`config.mk`:
```
export PLATFORM = sky130hd
export DESIGN_NAME = universal_bus_driver_18b
export DESIGN_NICKNAME = d
export VERILOG_FILES = /design/src/bus_driver_pkg.sv /design/src/universal_bus_driver_18b.sv /design/src/output_stage.sv
export SDC_FILE = /design/constraint.sdc
export NUM_CORES = 1
export LEC_CHECK = 0
export BUFFER_PORTS_ARGS = -buffer_cell sky130_fd_sc_hd__clkbuf_2
export CORE_AREA = 2 2 65 67
export CTS_BUF_LIST = sky130_fd_sc_hd__clkbuf_8
export DETAILED_ROUTE_END_ITERATION = 6
export DIE_AREA = 0 0 67 69
export PLACE_DENSITY = 0.57
export SLEW_MARGIN = 15
export SYNTH_ARGS = -nofsm -noshare
export SYNTH_HDL_FRONTEND = slang
export SYNTH_SLANG_ARGS = --single-unit
```
`constraint.sdc`:
```
create_clock -name clock -period 2.2 [get_ports clock]
set_clock_uncertainty 0.05 [all_clocks]
set_input_delay 0.11 -clock clock [delete_from_list [all_inputs] [get_ports clock]]
set_output_delay 0.11 -clock clock [all_outputs]
set_load 0.02 [all_outputs]
```
`src/bus_driver_pkg.sv`:
```
// package for the 18-channel universal bus driver
// assumes a single 10 MHz clock domain and no register bus
`default_nettype none
package bus_driver_pkg;

  // channel count
  localparam int unsigned CHANNELS = 18;

  // clock period in nanoseconds
  localparam int unsigned CLOCK_PERIOD_NS = 100;

  // reset value of the channel storage
  localparam logic [CHANNELS-1:0] STORE_RESET = 18'h00000;

  // capture modes derived from gate and clock
  typedef enum logic [1:0] {
    MODE_PASS,
    MODE_CAPTURE,
    MODE_HOLD
  } mode_t;

  // one group of channel bits
  typedef logic [CHANNELS-1:0] chan_t;

  // controls that travel together
  typedef struct packed {
    logic outEnable_n;
    logic captureGate_n;
    logic captureClk;
  } ctrl_t;

  // three-state output carrier
  typedef struct packed {
    chan_t drive;
    chan_t driveEn;
  } tri_t;

endpackage
`default_nettype wire

```
`src/universal_bus_driver_18b.sv`:
```
// 18-channel universal bus driver: pass, latch or clocked capture, one mode shared by all channels
// one storage bit per channel, loaded while transparent or on a capture clock rise
// assumes all inputs synchronous to clock; captureClk is a sampled input, not a clock
// assumes the far side resolves a released line itself (pull-up or keeper)
`timescale 1ns/100ps
`default_nettype none

////////////////////////////////////////////////////////////////////////////////
// Contract
// - eighteen channels, input bit to output bit
// - output enable governs driven outputs
// - gate low: outputs follow inputs directly
// - gate high, steady clock: hold data
// - gate high: store on clock rise
// - enable high: all outputs high impedance
module universal_bus_driver_18b (
  // clock and reset
  input  wire logic                     clock,
  input  wire logic                     rst_n,
  // controls
  input  wire bus_driver_pkg::ctrl_t    ctrl,
  // data in
  input  wire bus_driver_pkg::chan_t    busIn,
  // driven outputs
  output var  bus_driver_pkg::tri_t     busOut,
  // observed mode
  output var  bus_driver_pkg::mode_t    mode
);

  ////////////////////////////////////////////////////////////////////////////////
  // state
  // storage: one bit per channel; clkPrev_q and the checker's heldRef_q are the block's other registers
  bus_driver_pkg::chan_t store_q;
  bus_driver_pkg::chan_t store_d;
  // capture clock level seen at the previous system clock edge
  logic                  clkPrev_q;
  logic                  clkPrev_d;
  // channel value before the output stage gates it onto the pins
  bus_driver_pkg::chan_t chanValue;
  // one-cycle pulse on a low-to-high step of the sampled capture clock
  logic                  clkRise;
  // checker helper: the value that every hold period must keep
  bus_driver_pkg::chan_t heldRef_q;
  bus_driver_pkg::chan_t heldRef_d;

  // rising edge of the sampled capture clock; a level that sits still never fires
  function automatic logic rising(input logic prev, input logic now);
    return ~prev & now;
  endfunction

  // edge detect from the registered level and the live pin
  always_comb begin
    clkRise = rising(clkPrev_q, ctrl.captureClk);
  end

  ////////////////////////////////////////////////////////////////////////////////
  // next-state of the channel storage
  // storage keeps working with outputs disabled, so old data survives a float
  // gate low wins over the clock, so a rise seen while transparent stores nothing extra
  always_comb begin
    clkPrev_d = ctrl.captureClk;
    store_d   = store_q;
    mode      = bus_driver_pkg::MODE_HOLD;
    if (!ctrl.captureGate_n) begin
      store_d = busIn;
      mode    = bus_driver_pkg::MODE_PASS;
    end else if (clkRise) begin
      store_d = busIn;
      mode    = bus_driver_pkg::MODE_CAPTURE;
    end
  end

  // registers only; the clock level is tracked through reset, so a pin already high at release is no edge
  always_ff @(posedge clock) begin
    clkPrev_q <= clkPrev_d;
    if (!rst_n) begin
      store_q <= bus_driver_pkg::STORE_RESET;
    end else begin
      store_q <= store_d;
    end
  end

  ////////////////////////////////////////////////////////////////////////////////
  // channel value: transparent path bypasses storage so no clock is awaited
  always_comb begin
    chanValue = ctrl.captureGate_n ? store_q : busIn;
  end

  // the enable is applied after the storage, so floating the pins never touches data
  output_stage i_output_stage (
    .outEnable_n (ctrl.outEnable_n),
    .value       (chanValue),
    .pins        (busOut)
  );

  ////////////////////////////////////////////////////////////////////////////////
  // checker helper: a reference that loads the input whenever the rules allow a load
  // worked out from gate and rise alone, so a slip in store_d during a long hold shows up
  always_comb begin
    heldRef_d = heldRef_q;
    if (!ctrl.captureGate_n || clkRise) begin
      heldRef_d = busIn;
    end
  end

  // registers only; cleared with the storage so both start from one value
  always_ff @(posedge clock) begin
    if (!rst_n) begin
      heldRef_q <= bus_driver_pkg::STORE_RESET;
    end else begin
      heldRef_q <= heldRef_d;
    end
  end
endmodule
`default_nettype wire

```
`src/output_stage.sv`:
```
// three-state output stage for the bus driver
// assumes the caller supplies the channel data, stored or passed straight through, and the active-low enable
`timescale 1ns/100ps
`default_nettype none
module output_stage (
  // control
  input  wire logic                     outEnable_n,
  // data
  input  wire bus_driver_pkg::chan_t    value,
  // pins
  output var  bus_driver_pkg::tri_t     pins
);

  // enable fans out to every channel; data always present, enable gates the wire
  always_comb begin
    pins.drive   = value;
    pins.driveEn = {bus_driver_pkg::CHANNELS{~outEnable_n}};
  end

endmodule
`default_nettype wire

```
==> impl_metrics.py <==
metrics = {
    "worst_setup_path": {
        "crit_type": "in2out",
        "crit_path_frequent_cell": "clkbuf_2",
        "crit_slowest_cell": "dlygate4sd3_1",
        "arrival_ns": 1.48,
        "slowest_delay_ns": 0.53,
        "critPathLaunchType": "primary input",
        "reg2reg_to": "store_q[3]",
        "regToRegSetupSlack_ns": 0.80,
        "end_kind": "output pin",
        "r2r_start": "clkPrev_q",
        "crit_fanout": 12,
        "path_cells": "dlygate4sd3_1 > clkbuf_2 > a21boi_4 > clkbuf_2",
        "crit_required_ns": 2.04,
        "crit_buf_inv": 3,
        "critical_path.top_delay_family": "buffers and inverters",
        "reg2regPathDepth": 4,
    },
    "worst_hold_path": {
        "min_from": "busIn[1]",
        "hold-path-cell-count": 3,
        "worst_hold_path.endpoint": "store_q[1]",
        "hp-class": "in2reg",
    },
    "synth": {
        "ys_seq_area_frac": 0.3344,
        "ys_ff_latch": 19,
        "syn_inst": 120,
        "yosysUniqueCellTypes": 11,
        "avgSynthCellArea_sq_um": 9.478,
        "synth_top_area_frac": 0.3344,
        "syn-cell-area_sq_um": 1137,
        "synth_area_leaders": "dfxtp_1 33%, mux2_2 18%, mux2i_1 16%",
        "syn_nets": 143,
        "synth.largest_area_cell": "dfxtp_1",
        "yosys_warnings": 0,
    },
    "global_route": {
        "grt_max_degree": 37,
        "grt_pass1_wl_um": 3436,
        "overflow": 0,
        "track_usage": 0.09309,
        "antenna_found_initial": 0,
        "grt_pass1_vias": 785,
    },
    "floorplan": {
        "die_x_um": 67,
        "die_h_um": 69,
        "dieArea_sq_um": 4623,
        "row_count": 23,
        "ios": 61,
        "coreArea_sq_um": 3914,
        "start_util": 0.2906,
    },
    "status": {
        "status": "complete, no violations",
    },
    "power_and_ir_drop": {
        "internal_power_mw": 0.5885,
        "p_per_area_nw_per_um2": 616.2,
        "p_comb_frac": 0.275,
        "seqPwrFrac": 0.450,
        "power_frac_clock": 0.275,
        "p_sw_frac": 0.2998,
        "vdd_drop_max_uv": 192.0,
        "p_leak_nw": 0.7035,
        "power_switching_mw": 0.2519,
    },
    "layout": {
        "areaGrowthSynthToFinish_pct": 19.91,
        "n_fill_cell": 435,
        "diodes": 0,
        "nets": 186,
        "layout-drive-gt1-share": 0.5185,
    },
    "sta": {
        "fin_setup_tns_ns": 0,
        "fmax_mhz": 611.2,
        "hold_viol": 0,
        "grt_setup_unrepaired": "false",
        "worstMarginPinSlew_ns": 0.6562,
        "fin_ws_ns": 0.5639,
        "hold_slack_ns": 0.04150,
        "relSlewSlack": 0.5625,
        "period_needed_ns": 1.636,
        "slew_violations": 0,
        "period_share": 0.7437,
        "finalSetupViolCount": 0,
    },
    "clock_tree": {
        "cts_tree": "yes",
        "clk_pin_slew_ns": 0.07,
        "clockBufferDepth": 2,
        "cts-buffers-inserted": 3,
        "post_cts_resized": 0,
        "clock_latency_ns": 0.25,
        "cts.sinks": 19,
        "htree_num_levels": 1,
        "cts-root-buf": "clkbuf_8",
    },
    "routing": {
        "drtIter0Drc": 44,
        "viasPerCell": 4.151,
        "drc": 0,
        "firstDrtPassIters": 3,
        "post_drt_wl_per_cell_um": 9.623,
        "num_vias": 880,
        "drtAntennaViolNets": 0,
        "wirelength_um": 2040,
    },
    "placement": {
        "io_buffers": 60,
        "pre_cts_ws_ns": 0.7727,
        "dp_hpwl_um": 1504,
        "place_congestion": 0.6125,
    },
    "job": {
        "drv_cap": 0,
    },
}
## sequential cells by signal (all words and copies together), names as in the netlist
signal / flops
clkPrev_q: 1
store_q: 18
## worst min-delay path, cell delays in order
cell	delay [ns]
clkbuf_2	0.09
nand2_1	0.05
mux2i_1	0.05
## cell families (layout without fill, tap and decap cells)
kind of cell	after synthesis	in the layout	share of synthesized area
DFF	19	19	0.3344
AOI/OAI and AO/OA	1	1	0.01650
muxes	36	36	0.3366
buffers and inverters	27	69	0.1881
and+or+nand+nor	37	37	0.1243
## worst max-delay path by stage
| stage | start | to | slack [ns] | cells past startpoint |
|---|---|---|---|---|
| floorplan | clkPrev_q | store_q[0] | 1.12 | 5 |
| global route | ctrl[0] | mode[1] | 0.47 | 4 |
| finish | ctrl[0] | mode[1] | 0.56 | 4 |
| global placement | clkPrev_q | store_q[15] | 0.82 | 4 |
| detailed placement | clkPrev_q | store_q[3] | 0.77 | 4 |
| CTS | ctrl[0] | mode[1] | 0.54 | 4 |
## final cells by class
type	count	area [sq um]	share of cell area
clock buffer	3	41.29	0.03028
clock inverter	1	3.754	0.002752
inverter	2	7.507	0.005505
multi-input combinational	74	543.0	0.3982
sequential	19	380.4	0.2789
tap	50	62.56	0.04587
timing repair buffer	63	325.3	0.2385
## cells in the final DEF, fill, tap and decap left out, drive strengths merged
cell type / n
a21boi: 1
and3: 1
buf: 2
clkbuf: 63
dfxtp: 19
dlygate4sd3: 1
inv: 3
mux2: 18
mux2i: 18
nand2: 36
## layer usage
metal	vias up	GRT usage	part of all wire	wire length (um)
li1	459	-	-	-
met1	372	0.1184	0.45	920
met2	44	0.1419	0.42	860
met3	5	0.02936	0.11	224
met4	0	0.04082	0.018	36
met5	-	0	0	0
## power groups by stage
stage,sequential (mW),combinational (mW),clock (mW)
after floorplan,0.383,0.192,0
after global placement,0.387,0.232,0
after detailed placement,0.386,0.233,0
after CTS,0.379,0.235,0.246
after global routing,0.382,0.252,0.262
final,0.378,0.231,0.231
## Yosys cell counts (all sizes together)
cell,instances
mux2i,18
nand2,36
dfxtp,19
buf,25
mux2,18
inv,2
and3,1
a21boi,1
## timing repair
item                                   4_1_cts  5_1_grt
endpoints found under the hold margin        1        0
hold buffers                                 1        0
setup buffers                                0        0
## per-stage QoR
| step | area, sq um | total power [mW] | std cells | utilization |
|---|---|---|---|---|
| after global routing | 1364 | 0.8956 | 212 | 0.3485 |
| after detailed placement | 1309 | 0.6195 | 207 | 0.3344 |
| after floorplan | 1137 | 0.5757 | 120 | - |
| after global placement | 1309 | 0.6186 | 207 | 0.3344 |
| final | 1364 | 0.8404 | 212 | 0.3485 |
| after CTS | 1364 | 0.8599 | 212 | 0.3485 |
No activity file was read; power rests on OpenSTA's default activity.
